$ cat src/sag_pkg.sv
// shared constants and types for the segmented address generator
package sag_pkg;
    localparam int SEG_W = 16;
    localparam int OFS_W = 16;
    localparam int PA_W = 20;
    localparam int SEG_SHIFT = 4;
    localparam int DISP8_W = 8;
    localparam int REG_SEL_W = 3;
    localparam logic [SEG_SHIFT-1:0] SEG_LOW_ZERO = 4'h0;
    localparam logic [SEG_W-1:0] SEG_RESET = 16'h0000;
    localparam logic [OFS_W-1:0] PC_RESET = 16'h0000;
    // far pointer keeps its segment word one word above the offset word
    localparam logic [PA_W-1:0] PTR_HI_STEP = 20'h00002;

    // general register encoding of the 3-bit register field
    localparam logic [REG_SEL_W-1:0] REG_ACC = 3'h0;
    localparam logic [REG_SEL_W-1:0] REG_CNT = 3'h1;
    localparam logic [REG_SEL_W-1:0] REG_DAT = 3'h2;
    localparam logic [REG_SEL_W-1:0] REG_BASE = 3'h3;
    localparam logic [REG_SEL_W-1:0] REG_SP = 3'h4;
    localparam logic [REG_SEL_W-1:0] REG_BP = 3'h5;
    localparam logic [REG_SEL_W-1:0] REG_SRC = 3'h6;
    localparam logic [REG_SEL_W-1:0] REG_DST = 3'h7;

    typedef enum logic [1:0] {
        SAG_SEG_PROG = 2'h0,
        SAG_SEG_STACK = 2'h1,
        SAG_SEG_DATA0 = 2'h2,
        SAG_SEG_DATA1 = 2'h3
    } sag_seg_t;

    typedef enum logic [2:0] {
        SAG_ACC_FETCH = 3'h0,
        SAG_ACC_STACK = 3'h1,
        SAG_ACC_DATA = 3'h2,
        SAG_ACC_BP_DATA = 3'h3,
        SAG_ACC_SRC_BLK = 3'h4,
        SAG_ACC_DST_BLK = 3'h5
    } sag_acc_t;

    typedef enum logic [2:0] {
        SAG_BR_NONE = 3'h0,
        SAG_BR_DIRECT = 3'h1,
        SAG_BR_REL = 3'h2,
        SAG_BR_REG = 3'h3,
        SAG_BR_IND = 3'h4,
        SAG_BR_IDX = 3'h5
    } sag_br_t;

    typedef enum logic [1:0] {
        SAG_ST_IDLE = 2'h0,
        SAG_ST_RD_LO = 2'h1,
        SAG_ST_RD_HI = 2'h2
    } sag_state_t;

    typedef struct packed {
        sag_acc_t kind;
        logic override_en;
        sag_seg_t override_seg;
        logic [OFS_W-1:0] ea;
    } sag_req_t;

    typedef struct packed {
        sag_br_t mode;
        logic far_tgt;
        logic disp_wide;
        logic [OFS_W-1:0] imm_lo;
        logic [OFS_W-1:0] imm_hi;
        logic [REG_SEL_W-1:0] reg_sel;
    } sag_br_req_t;

    typedef struct packed {
        logic [SEG_W-1:0] prog;
        logic [SEG_W-1:0] stack;
        logic [SEG_W-1:0] data0;
        logic [SEG_W-1:0] data1;
    } sag_segs_t;
endpackage

$ cat src/sag_top.sv
// segment address generation and branch target unit
// Operation
// [RL1] physical address is segment base times sixteen plus offset
// [RL2] base and offset are both unsigned, never sign extended
// [RL3] drive a twenty-bit physical address covering one megabyte
// [RL4] segment base alone lands only on sixteen-byte boundaries
// [RL5] four sixteen-bit segment bases: program, stack, data zero, data one
// [RL6] instruction fetch uses program base with the prefetch pointer
// [RL7] stack accesses use stack base with the stack pointer
// [RL8] operand based on base pointer defaults to stack base
// [RL9] override prefix replaces the default segment for the operand
// [RL10] plain data operands use data zero base with effective address
// [RL11] block source uses data zero base with source index
// [RL12] block destination uses data one base with destination index
// [RL13] program counter moves to next instruction before each execution
// [RL14] direct branch loads counter, or base and counter for far
// [RL15] relative branch adds sign-extended or wide displacement to counter
// [RL16] relative addition uses address of the following instruction
// [RL17] register branch loads the selected general register into counter
// [RL18] indirect branch reads memory at index or base register
// [RL19] indexed branch adds signed displacement to index, reads memory
// [RL20] carry out of bit nineteen is dropped, address wraps
`timescale 1ns/1ps
module sag_top
    import sag_pkg::*;
#(
    parameter int SEG_WIDTH = SEG_W,
    parameter int OFFSET_WIDTH = OFS_W,
    parameter int ADDR_WIDTH = PA_W,
    parameter int SEL_WIDTH = REG_SEL_W
)
(
    input wire logic CLK,
    input wire logic RST_B,
    // access request, one address formed per valid cycle
    input wire logic REQ_VALID,
    input wire sag_req_t REQ,
    input wire logic [OFS_W-1:0] PREFETCH_POINTER,
    input wire logic [OFS_W-1:0] STACK_POINTER,
    input wire logic [OFS_W-1:0] SOURCE_INDEX_REGISTER,
    input wire logic [OFS_W-1:0] DESTINATION_INDEX_REGISTER,
    input wire logic [OFS_W-1:0] BASE_POINTER_REGISTER,
    input wire logic [OFS_W-1:0] BASE_GENERAL_REGISTER,
    input wire logic [OFS_W-1:0] ACCUMULATOR_WORD_REGISTER,
    input wire logic [OFS_W-1:0] COUNT_WORD_REGISTER,
    input wire logic [OFS_W-1:0] DATA_WORD_REGISTER,
    // segment base load from the execution unit
    input wire logic SEG_WR,
    input wire sag_seg_t SEG_WR_SEL,
    input wire logic [SEG_W-1:0] SEG_WR_DATA,
    // instruction sequencing
    input wire logic INSN_START,
    input wire logic [OFS_W-1:0] INSN_LEN,
    input wire logic BR_VALID,
    input wire sag_br_req_t BR,
    // memory read port for indirect targets
    input wire logic MEM_ACK,
    input wire logic [OFS_W-1:0] MEM_RDATA,
    output logic [PA_W-1:0] PHYS_ADDR,
    output logic PHYS_VALID,
    output logic MEM_RD,
    output logic [PA_W-1:0] MEM_ADDR,
    output logic BR_BUSY,
    output logic BR_DONE,
    output logic [OFS_W-1:0] PROGRAM_COUNTER,
    output sag_segs_t SEGS
);
    sag_segs_t segs;
    sag_segs_t next_segs;
    logic [OFS_W-1:0] pc;
    logic [OFS_W-1:0] next_pc;
    logic [PA_W-1:0] phys;
    logic [PA_W-1:0] next_phys;
    logic phys_valid;
    logic next_phys_valid;
    sag_state_t state;
    sag_state_t next_state;
    logic far_rd;
    logic next_far_rd;
    logic [PA_W-1:0] rd_addr;
    logic [PA_W-1:0] next_rd_addr;
    logic br_done;
    logic next_br_done;

    sag_seg_t sel_seg;
    logic [OFS_W-1:0] sel_ofs;
    logic [OFS_W-1:0] disp;
    logic [OFS_W-1:0] gpr;
    logic [OFS_W-1:0] ind_ofs;

    // ports and carrier structs are sized by the package, so only those
    // widths can be served; any other setting is refused here
    if (SEG_WIDTH != SEG_W) begin : g_seg_width_check
        $error("segment width differs from the carrier width");
    end
    if (OFFSET_WIDTH != OFS_W) begin : g_ofs_width_check
        $error("offset width differs from the carrier width");
    end
    if (ADDR_WIDTH != PA_W) begin : g_addr_width_check
        $error("address width differs from the carrier width");
    end
    if (ADDR_WIDTH != SEG_WIDTH + SEG_SHIFT) begin : g_shift_check
        $error("address width must be segment width plus the shift");
    end
    if (SEL_WIDTH != REG_SEL_W) begin : g_sel_width_check
        $error("register field must select one of eight registers");
    end

    // base shifted left four places plus unsigned offset, carry dropped
    function automatic logic [PA_W-1:0] form_addr(
        input logic [SEG_W-1:0] base,
        input logic [OFS_W-1:0] ofs
    );
        logic [PA_W-1:0] shifted;
        logic [PA_W-1:0] zext;
        shifted = {base, SEG_LOW_ZERO}; // [RL4]
        zext = {{(PA_W-OFS_W){1'b0}}, ofs}; // [RL2]
        return PA_W'(shifted + zext); // [RL1] [RL20]
    endfunction

    function automatic logic [SEG_W-1:0] seg_of(
        input sag_segs_t s,
        input sag_seg_t k
    );
        case (k)
            SAG_SEG_PROG: seg_of = s.prog;
            SAG_SEG_STACK: seg_of = s.stack;
            SAG_SEG_DATA0: seg_of = s.data0;
            SAG_SEG_DATA1: seg_of = s.data1;
            default: seg_of = s.data0;
        endcase
    endfunction

    // default segment and offset per access kind
    always_comb begin
        sel_seg = SAG_SEG_DATA0;
        sel_ofs = REQ.ea;
        case (REQ.kind)
            SAG_ACC_FETCH: begin
                sel_seg = SAG_SEG_PROG; // [RL6]
                sel_ofs = PREFETCH_POINTER;
            end
            SAG_ACC_STACK: begin
                sel_seg = SAG_SEG_STACK; // [RL7]
                sel_ofs = STACK_POINTER;
            end
            SAG_ACC_BP_DATA: begin
                sel_seg = SAG_SEG_STACK; // [RL8]
                sel_ofs = REQ.ea;
            end
            SAG_ACC_SRC_BLK: begin
                sel_seg = SAG_SEG_DATA0; // [RL11]
                sel_ofs = SOURCE_INDEX_REGISTER;
            end
            SAG_ACC_DST_BLK: begin
                sel_seg = SAG_SEG_DATA1; // [RL12]
                sel_ofs = DESTINATION_INDEX_REGISTER;
            end
            SAG_ACC_DATA: begin
                sel_seg = SAG_SEG_DATA0; // [RL10]
                sel_ofs = REQ.ea;
            end
            default: begin
                sel_seg = SAG_SEG_DATA0;
                sel_ofs = REQ.ea;
            end
        endcase
        // fetch and stack pushes use fixed segments; operands may be
        // redirected, and block destinations stay in data one
        if (REQ.override_en && REQ.kind != SAG_ACC_FETCH
                && REQ.kind != SAG_ACC_STACK
                && REQ.kind != SAG_ACC_DST_BLK) begin
            sel_seg = REQ.override_seg; // [RL9]
        end
    end

    // general register selected by the 3-bit field
    always_comb begin
        case (BR.reg_sel)
            REG_ACC: gpr = ACCUMULATOR_WORD_REGISTER;
            REG_CNT: gpr = COUNT_WORD_REGISTER;
            REG_DAT: gpr = DATA_WORD_REGISTER;
            REG_BASE: gpr = BASE_GENERAL_REGISTER;
            REG_SP: gpr = STACK_POINTER;
            REG_BP: gpr = BASE_POINTER_REGISTER;
            REG_SRC: gpr = SOURCE_INDEX_REGISTER;
            REG_DST: gpr = DESTINATION_INDEX_REGISTER;
            default: gpr = ACCUMULATOR_WORD_REGISTER;
        endcase
    end

    // displacement: narrow form sign extended, wide form used as is
    always_comb begin
        if (BR.disp_wide) begin
            disp = BR.imm_lo;
        end else begin
            disp = {{(OFS_W-DISP8_W){BR.imm_lo[DISP8_W-1]}},
                    BR.imm_lo[DISP8_W-1:0]}; // [RL15]
        end
        // pointer held in source index, destination index or base register
        case (BR.reg_sel)
            REG_SRC: ind_ofs = SOURCE_INDEX_REGISTER; // [RL18]
            REG_DST: ind_ofs = DESTINATION_INDEX_REGISTER;
            default: ind_ofs = BASE_GENERAL_REGISTER;
        endcase
        // index plus displacement wraps at sixteen bits like any offset
        if (BR.mode == SAG_BR_IDX) begin
            ind_ofs = OFS_W'(gpr + disp); // [RL19]
        end
    end

    // address output path
    // address and strobe are both registered so they leave together
    always_comb begin
        next_phys = phys;
        next_phys_valid = REQ_VALID;
        if (REQ_VALID) begin
            next_phys = form_addr(seg_of(segs, sel_seg), sel_ofs); // [RL3]
        end
    end

    // program counter, segment bases and indirect target sequencer
    // branch loads come after the segment write, so a far branch wins
    // over a program base write made in the same cycle
    always_comb begin
        next_segs = segs;
        next_pc = pc;
        next_state = state;
        next_far_rd = far_rd;
        next_rd_addr = rd_addr;
        next_br_done = 1'b0;
        // a request in the same cycle still sees the old base
        if (SEG_WR) begin
            case (SEG_WR_SEL) // [RL5]
                SAG_SEG_PROG: next_segs.prog = SEG_WR_DATA;
                SAG_SEG_STACK: next_segs.stack = SEG_WR_DATA;
                SAG_SEG_DATA0: next_segs.data0 = SEG_WR_DATA;
                SAG_SEG_DATA1: next_segs.data1 = SEG_WR_DATA;
                default: next_segs.data0 = SEG_WR_DATA;
            endcase
        end
        case (state)
            SAG_ST_IDLE: begin
                // a branch issued in the same cycle overwrites this advance;
                // while a read is pending the advance is not taken at all
                if (INSN_START) begin
                    next_pc = OFS_W'(pc + INSN_LEN); // [RL13]
                end
                if (BR_VALID) begin
                    case (BR.mode)
                        SAG_BR_DIRECT: begin
                            next_pc = BR.imm_lo; // [RL14]
                            if (BR.far_tgt) begin
                                next_segs.prog = BR.imm_hi;
                            end
                            next_br_done = 1'b1;
                        end
                        SAG_BR_REL: begin
                            // pc already points past the branch
                            next_pc = OFS_W'(pc + disp); // [RL16]
                            next_br_done = 1'b1;
                        end
                        SAG_BR_REG: begin
                            next_pc = gpr; // [RL17]
                            next_br_done = 1'b1;
                        end
                        SAG_BR_IND, SAG_BR_IDX: begin
                            // pointers always go through data zero
                            next_rd_addr = form_addr(segs.data0, ind_ofs);
                            next_far_rd = BR.far_tgt
                                && BR.mode == SAG_BR_IND; // [RL18]
                            next_state = SAG_ST_RD_LO;
                        end
                        default: begin
                            next_br_done = 1'b0;
                        end
                    endcase
                end
            end
            SAG_ST_RD_LO: begin
                if (MEM_ACK) begin
                    next_pc = MEM_RDATA; // [RL18] [RL19]
                    if (far_rd) begin
                        next_rd_addr = PA_W'(rd_addr + PTR_HI_STEP);
                        next_state = SAG_ST_RD_HI;
                    end else begin
                        next_state = SAG_ST_IDLE;
                        next_br_done = 1'b1;
                    end
                end
            end
            SAG_ST_RD_HI: begin
                if (MEM_ACK) begin
                    next_segs.prog = MEM_RDATA; // [RL18]
                    next_state = SAG_ST_IDLE;
                    next_br_done = 1'b1;
                end
            end
            default: begin
                next_state = SAG_ST_IDLE;
            end
        endcase
    end

    // address path registers
    always_ff @(posedge CLK or negedge RST_B) begin
        if (!RST_B) begin
            phys <= '0;
            phys_valid <= 1'b0;
        end else begin
            phys <= next_phys;
            phys_valid <= next_phys_valid;
        end
    end

    // sequencer registers; a reset in mid-branch drops the pending read
    always_ff @(posedge CLK or negedge RST_B) begin
        if (!RST_B) begin
            segs <= '{SEG_RESET, SEG_RESET, SEG_RESET, SEG_RESET};
            pc <= PC_RESET;
            state <= SAG_ST_IDLE;
            far_rd <= 1'b0;
            rd_addr <= '0;
            br_done <= 1'b0;
        end else begin
            segs <= next_segs;
            pc <= next_pc;
            state <= next_state;
            far_rd <= next_far_rd;
            rd_addr <= next_rd_addr;
            br_done <= next_br_done;
        end
    end

    assign PHYS_ADDR = phys;
    assign PHYS_VALID = phys_valid;
    // read request and busy are one signal: the sequencer only waits on memory
    assign MEM_RD = (state != SAG_ST_IDLE);
    assign MEM_ADDR = rd_addr;
    assign BR_BUSY = (state != SAG_ST_IDLE);
    assign BR_DONE = br_done;
    assign PROGRAM_COUNTER = pc;
    assign SEGS = segs;
endmodule

$ cat config.mk
export PLATFORM = sky130hd
export DESIGN_NAME = sag_top
export DESIGN_NICKNAME = d
export VERILOG_FILES = /design/src/sag_pkg.sv /design/src/sag_top.sv
export SDC_FILE = /design/constraint.sdc
export NUM_CORES = 1
export LEC_CHECK = 0
export ABC_CLOCK_PERIOD_IN_PS = 6380
export BUFFER_PORTS_ARGS = -buffer_cell sky130_fd_sc_hd__buf_4
export CORE_AREA = 5 5 178 180
export CTS_CLUSTER_SIZE = 12
export DETAILED_ROUTE_END_ITERATION = 10
export DIE_AREA = 0 0 183 185
export SETUP_SLACK_MARGIN = 0.3
export SLEW_MARGIN = 10
export SYNTH_ARGS = -nofsm -noshare
export SYNTH_HDL_FRONTEND = slang
export SYNTH_SLANG_ARGS = --single-unit
$ cat constraint.sdc
create_clock -name CLK -period 6.38 [get_ports CLK]
set_input_delay 1.276 -clock CLK [delete_from_list [all_inputs] [get_ports CLK]]
set_output_delay 1.276 -clock CLK [all_outputs]
set_load 0.005 [all_outputs]
---- Word level (Yosys, flattened, before mapping) ----
Index checks and enable logic that the tools add are counted.
storage, ports and cells
  bits in registers ....................... 125
  bits of input ports ..................... 263
  output and inout bits ................... 124
operators by class
  $add $sub $neg .......................... 6
  equal/unequal tests ..................... 31
  mux-type cells .......................... 41
  reduce and logical (&&, ||, !) cells .... 22
operators by type and width
  cell                     number
  $mux W16                 14
  $pmux W16 S4             2
  $pmux W16 S8             1
  $pmux W16 S2             3
  $mux W20                 4
  $mux W64                 1
  $add A16 B16 Y16         3
  $pmux W16 S3             1
  $add A20 B16 Y20         2
  $pmux W20 S2             1
  $eq A3 B3 Y1 const B     8
  $add A20 B2 Y20 const B  1
  $eq A3 B2 Y1 const B     5
  $mux W2                  6
  $pmux W2 S3              2
  $eq A2 B2 Y1 const B     5
  $eq A3 B1 Y1 const B     3
  $ne A2 B2 Y1 const B     4
  $reduce_and A2 Y1        4
  $eq A2 B1 Y1 const B     3
  $logic_not A2 Y1         3
  $logic_not A3 Y1         2
  $mux W1                  5
  $reduce_and A5 Y1        1
  11 further kinds         16

---- Depth between registers and ports, before layout ----
Gate-level depths: netlist of the first run.
  word-level depth ........................ 9
  mapped depth ............................ 24
  mapped depth without buffers ............ 21

---- Worst setup path after synthesis of the first run ----
Ideal clock, no wire load.
  path type ............................... input -> register
  from .................................... input port BR[0] (netlist name)
  to ...................................... register rd_addr[19], in the netlist MEM_ADDR[19]
  library setup time ...................... 137 ps
  arrival time ............................ 5333 ps
  setup slack ............................. 910 ps
  stages .................................. 22
  path through ............................ buf_6 > buf_8 > mux4_2 > nand2_1 > o21ai_0 > ha_1 > fa_1 > a21o_1 > a21o_1 > a21oi_1 > o21ai_0 > a41oi_1 > xor2_1 > o21ai_0 > ha_1 > a21oi_1 > o21ai_0 > nand2_1 > o21ai_0 > o31a_1 > xnor2_1 > o211ai_1
between the ends
  longest elaborated chain between the ends .. 8
RTL lines
  what                                        line                            text
  start: declaration                          sag_top.sv:55                   input wire sag_br_req_t BR,
  $eq A3 B3 Y1, or another cell as far along  sag_top.sv:179, sag_top.sv:201
  $pmux W16 S8                                sag_top.sv:179                  case (BR.reg_sel)
  $add A16 B16 Y16                            sag_top.sv:208                  ind_ofs = OFS_W'(gpr + disp);
  $mux W16 *                                  sag_top.sv:207                  if (BR.mode == SAG_BR_IDX) begin
  $add A20 B16 Y20 *                          sag_top.sv:118                  return PA_W'(shifted + zext);
  $mux W20 *                                  sag_top.sv:250                  case (BR.mode)
  $mux W20 *                                  sag_top.sv:249                  if (BR_VALID) begin
  $pmux W20 S2 *                              sag_top.sv:242                  case (state)
  end signal: assignment                      sag_top.sv:330                  rd_addr <= next_rd_addr;
  end: declaration                            sag_top.sv:80                   logic [PA_W-1:0] rd_addr;
Mark *: on every way between the ends. The rest lies on a longest branch, timed or not. The select of a mux whose other input is x is not followed.
A chain may end at the register's enable or synchronous reset.

---- Final worst setup path of the first run ----
Ends and elaborated chain as after synthesis.

==> results.yml, run 1 <==
floorplan:
  design.core.area_sq_mm: 0.03003
  die_h_um: 185
  start_util: 0.3918
  die_width_um: 183
  die_area_sq_mm: 0.03386
  io_pins: 387
  row_count: 64
worst_setup_path:
  crit_type: "in2reg"
  worstPathArrival_ps: 6000
  worst-path-buf-inv: 3
  required_ps: 6680
  endpoint: "MEM_ADDR[19]"
  cp_top_family: "compound AO/OA/AOI/OAI gates"
  rrSetupSlack_ps: 2970
  cp_max_fo: 20
  cpPeakStageDelay_ps: 450
  cp_common_cell: "o21ai_0"
  cp-startpoint: "BR[0]"
  startpoint_type: "primary input"
  crit_path_end_kind: "flip-flop"
  reg2reg_depth: 4
  cp.depth: 23
  rr_endpoint: "SEGS[54]"
  crit_chain: "buf_4, buf_4, inv_1, nor2_1, a221oi_1, nor3_1, nor2_1, fa_1, a21o_1, a21o_1, a21oi_1, o21ai_0, a41oi_1, xor2_1, o21ai_0, ha_1, a21oi_1, o21ai_0, nand2_1, o21ai_1, o31a_1, xnor2_1, o211ai_1"
  slowest_stage: "fa_1"
  reg2reg_from: "state[1]"
run:
  cap_viol_max_count: 0
synth:
  synth-edff-count: 0
  async_flop_share: 1.000
  synth-simple-area-share: 0.1269
  synth-compound-area-share: 0.2459
  synth_warnings: 0
  syn_area_per_cell_sq_um: 8.933
  synth_common_cells: "dfrtp_1 (125), nand2_1 (122), o21ai_0 (119), a21oi_1 (118), mux2_2 (80)"
  synth_top_area_cell: "dfrtp_1"
  synth_top_family_by_area: "compound AO/OA/AOI/OAI gates"
  synthesis.area_sq_mm: 0.01177
  synth.most_common_cell: "dfrtp_1"
  synth_seq_area_share: 0.2659
  synth_mux_area_frac: 0.1895
  synth_cell_types: 72
  synthAdderAreaFrac: 0.08827
  syn_inst: 1317
  synth.area.top_cells: "dfrtp_1 (27%), ha_1 (8.0%), mux2_2 (7.7%)"
  synth-main-ff-cell: "dfrtp_1"
  synth_top_area_share: 0.2659
  syn_nets: 1660
  synth_seq_cells: 125
  synth-xor-area-share: 0.04541
power:
  combPwrFrac: 0.513
  p_switching_uw: 2055
  p_int_uw: 2941
  switching_share: 0.4114
  p_leak_uw: 0.007105
  power.density_cell_area_mw_per_mm2: 319.9
  p_total_uw: 4996
  peakVddDrop_v: 0.0002529
  p_clk_frac: 0.212
  seq_power_share: 0.276
clock_network:
  htreeDepth: 4
  clkLatencyLatePin_ps: 440
  cts.sinks: 125
  ctsRootBufferMaster: "clkbuf_16"
  clock_path_buffers: 2
  cts_made_buffers: 17
  tritoncts: "done"
  holdBufCountCts: 0
  clkTransAtPathRegs_ps: 70
sta:
  fin_tns_setup_ps: 0
  worst_slew_pin_slew_ps: 935.9
  max_freq_mhz: 175.7
  hold_viol: 0
  fin_crit_ps: 5692
  rsz0062_at_grt: "no"
  fin_skew_ps: 7.253
  slew_viol_final: 0
  finalCritPeriodShare: 0.8922
  finalSetupViolCount: 0
  slew_headroom: 0.3743
finish:
  finish.utilization: 0.5201
  drive_gt1_frac: 0.3321
  final_cells: 2078
  syn2layout_area_growth_pct: 32.76
  final_nets: 2010
placed_design:
  port_buffers: 386
  dp_cells: 2044
  dpl.hpwl_um: 42690
  gp_congestion: 0.9507
detailed_routing:
  dr.pass1.iters: 6
  routed.top_layer: "met5"
  route.met3.wl_um: 3440
  drt_iter0_markers: 1361
  vias_per_cell: 5.891
  route.met2.wl_um: 24740
  routed_wl_um: 52060
  drc: 0
  routedWlPerCell_um: 25.05
  vias: 12242
  wl_met1_um: 22500
  ant_nets: 0
status:
  outcome: "completed"
grt:
  grt_pass1_vias: 11822
  gr-total-overflow: 0
  grt_pass1_wl_um: 75660
  grt_usage: 0.2952
  antenna_found_initial: 4
  grt_start_max_net_pins: 65
hold_path:
  hp-class: "reg2reg"
-- worst reg2reg max path: cells and delay by family, from the launching register on --
kind | cells | cell delay, ps
buf+inv | 1 | 670
simple gates | 2 | 1630
flops | 1 | 710
compound gates | 1 | 230
-- final cells by class --
cell class / instances / area, sq um
fillers: 2884 / 14410
multi-input cells: 1087 / 8204
flip-flops and latches: 125 / 3128
repair buffers: 407 / 3055
well taps: 396 / 495.5
clock buffers: 18 / 439.2
clock inverters: 14 / 182.7
inverters: 29 / 108.9
diodes: 2 / 5.005
-- what timing repair did --
action	4_1_cts	5_1_grt
endpoints found under the setup margin	0	2
gates resized for setup	0	1
buffers inserted	0	0
-- layout by cell type (no fill, tap or decap), types with 29 or more instances in the layout --
cell      synthesis  routed
xnor2_1          36      36
dfrtp_1         125     125
ha_1             75      75
a21oi_1         118     118
mux2_2           80      80
o21ai_0         119     117
nor2_1           67      67
mux2i_1          66      66
buf_4             5     407
nand2_1         122     122
o211ai_1         29      29
-- worst min path at each step --
| stage | to | cells past startpoint | from | slack, ps |
|---|---|---|---|---|
| 6_report | far_rd | 2 | far_rd | 490 |
| 5_1_grt | PHYS_ADDR[6] | 1 | PHYS_ADDR[6] | 540 |
| 4_1_cts | far_rd | 2 | far_rd | 510 |
| 3_5_place_dp | far_rd | 2 | far_rd | 490 |
| 3_3_place_gp | far_rd | 2 | far_rd | 470 |
| 2_1_floorplan | far_rd | 2 | far_rd | 450 |
-- flip-flops by register name, indices dropped and copies added (netlist names) --
| signal | cells |
|---|---|
| far_rd | 1 |
| PHYS_ADDR | 20 |
| PHYS_VALID | 1 |
| state | 2 |
| MEM_ADDR | 20 |
| BR_DONE | 1 |
| PROGRAM_COUNTER | 16 |
| SEGS | 64 |
-- cells by family (layout without fill, tap and decap cells) --
| kind of cell | count (synthesis) | count (layout) |
|---|---|---|
| buffers and inverters | 105 | 468 |
| XOR/XNOR | 61 | 61 |
| adder cells (fa/ha/maj) | 80 | 80 |
| AND/OR/NAND/NOR | 318 | 318 |
| flip-flops | 125 | 125 |
| multiplexers | 175 | 175 |
| other | 0 | 2 |
| AO/OA/AOI/OAI | 453 | 453 |
-- per-layer routing --
| metal | track usage | up-vias |
|---|---|---|
| met5 | 0 | - |
| met4 | 0.08105 | 2 |
| met3 | 0.05381 | 77 |
| met2 | 0.4703 | 536 |
| met1 | 0.4144 | 5931 |
| li1 | - | 5696 |
-- power by group through the flow --
stage	Clock, uW	Sequential [uW]	Combinational (uW)
finish	1060	1380	2560
global route	1100	1420	2810
CTS	1060	1370	2550
detailed placement	0	1380	2540
global placement	0	1380	2520
floorplan	0	1280	1530
-- per-stage QoR --
step                worst slack, ps  cell area (sq um)  hold slack (ps)
floorplan                     909.9              11770            450.5
global placement              355.6              14990            470.3
detailed placement            285.9              14990            491.3
CTS                           686.1              15610            505.0
global route                  342.3              15620            538.0
finish                        687.8              15620            494.1
(Power assumes the default switching activity.)
==> run 2, diff against run 1 <==
- ABC_CLOCK_PERIOD_IN_PS: 6380 -> 4750
- PLACE_DENSITY: not set -> 0.67
- clock period: 6.38 -> 4.75 ns (I/O delays scaled with it)
==> run 2 against run 1 <==
Against the previous run:
- power rose by 41%
- combinational power increased by 46%
- global-route usage increased by 1.2 points
- register-to-register slack worse by 1300 ps
- critical path type unchanged
- critical endpoint is now MEM_ADDR[16]
- largest power group unchanged
- highest routed layer is now met4
==> results.yml, run 2 (synthesis results as in run 1) <==
run:
  cap_viol_max_count: 0
sta:
  finalCritPeriodShare: 0.9414
  slew_viol_final: 0
  fin_crit_ps: 4472
  max_freq_mhz: 223.6
  fin_skew_ps: 19.38
  slew_headroom: 0.3288
  rsz0062_at_grt: "yes"
  finalSetupViolCount: 0
  hold_viol: 0
  worst_slew_pin_slew_ps: 1004
placed_design:
  port_buffers: 386
  dpl-instance-area_sq_mm: 0.01581
  dpl.hpwl_um: 44780
  dp_cells: 2143
  gp_congestion: 1.020
finish:
  finish.utilization: 0.5607
  final_common_cell: "buf_4"
  final_nets: 2126
  postLayoutCellArea_sq_mm: 0.01684
  drive_gt1_frac: 0.4026
  largest_reg_flops: 64
  syn2layout_area_growth_pct: 43.11
  final_cells: 2194
  layout_common_cells: "buf_4 (509), dfrtp_1 (125), nand2_1 (120)"
clock_network:
  cts.sinks: 125
  ctsRootBufferMaster: "clkbuf_16"
  cts_made_buffers: 17
  clkTransAtPathRegs_ps: 70
  holdBufCountCts: 0
  tritoncts: "done"
  clkLatencyLatePin_ps: 440
  htreeDepth: 4
  clock_path_buffers: 2
floorplan:
  die_h_um: 185
  design.core.area_sq_mm: 0.03003
  io_pins: 387
  die_width_um: 183
  row_count: 64
  start_util: 0.3918
  die_area_sq_mm: 0.03386
grt:
  antenna_found_initial: 2
  grt_pass1_vias: 12815
  grt_start_max_net_pins: 59
  grt_pass1_wl_um: 79050
  gr-total-overflow: 0
  grt_usage: 0.3071
detailed_routing:
  ant_nets: 0
  drc: 0
  routed_wl_um: 55010
  routedWlPerCell_um: 25.07
  vias_per_cell: 5.946
  drt_iter0_markers: 1089
  dr.pass1.iters: 5
  vias: 13045
worst_setup_path:
  crit_type: "in2reg"
  crit_path_end_kind: "flip-flop"
  rr_endpoint: "SEGS[62]"
  reg2reg_depth: 5
  reg2reg_from: "state[1]"
  required_ps: 5030
  worstPathArrival_ps: 4750
  cp_max_fo: 7
  rrSetupSlack_ps: 1680
  startpoint_type: "primary input"
power:
  p_leak_uw: 0.007741
  peakVddDrop_v: 0.0002979
  power.density_cell_area_mw_per_mm2: 418.6
hold_path:
  holdPathStages: 2
  hold_start: "far_rd"
  hp-class: "reg2reg"
  hold_end: "far_rd"
status:
  outcome: "completed"
-- run 2: power by group --
part / total (uW) / switching, uW / internal (uW)
registers: 1890 / 494 / 1400
logic: 3750 / 1820 / 1930
clock network: 1410 / 605 / 809
-- run 2: metal layers --
metal / global-route usage / wire length (um) / vias to the layer above
met4: 0.1061 / 2156 / 0
met1: 0.3995 / 22470 / 6409
li1: - / - / 5931
met2: 0.5111 / 26460 / 597
met5: 0 / 0 / -
met3: 0.06284 / 3923 / 108
-- run 2: final cells by class --
type                            count  area, sq um
Sequential cell                   125         3128
Clock buffer                       18        439.2
Antenna cell                        2        5.005
Inverter                           29        112.6
Multi-Input combinational cell   1087         8459
Tap cell                          396        495.5
Clock inverter                     14        170.2
Timing Repair Buffer              523         4028
Fill cell                        2704        13190
-- run 2: how the worst max path moves through the flow --
stage	cells past startpoint	slack (ps)	from	endpoint
after floorplan	22	-20	BR[0]	MEM_ADDR[19]
after global placement	20	-260	BR[0]	MEM_ADDR[19]
after detailed placement	21	-360	BR[0]	MEM_ADDR[19]
after CTS	21	300	BR[0]	MEM_ADDR[18]
after global routing	22	80	BR[0]	MEM_ADDR[18]
final	22	280	BR[0]	MEM_ADDR[16]
-- run 2: repair_timing --
action                                  CTS  global route
resized for setup                        29            37
buffers inserted                         11             5
pin swaps                                32            36
endpoints found under the setup margin    9            11
cloned                                    1             0
-- run 2: per-stage QoR --
step                      hold WS [ps]  setup WS (ps)  power [uW]  setup TNS [ps]
after global placement           467.0         -256.5        5401           -1757
after detailed placement         471.2         -363.0        5450           -2711
after CTS                        486.3          300.6        6944               0
final                            484.2          278.1        7049               0
after global routing             506.6          77.89        7465               0
after floorplan                  450.5         -16.19        3800          -16.19
-- run 2: worst max-delay path, stage by stage --
cell      delay [ps]
buf_16           120
mux4_2           500
nand2_2           70
o21ai_2           60
ha_2             190
fa_2             340
a21o_1           160
a21o_1           190
buf_4            150
xnor2_2          110
o21ai_1           80
ha_2             220
fa_2             340
a21o_1           200
a21oi_2          160
o211ai_1         110
o211ai_1         170
buf_4            170
o21ai_2           60
and4b_1          180
o21ai_1          110
nand4_1           80
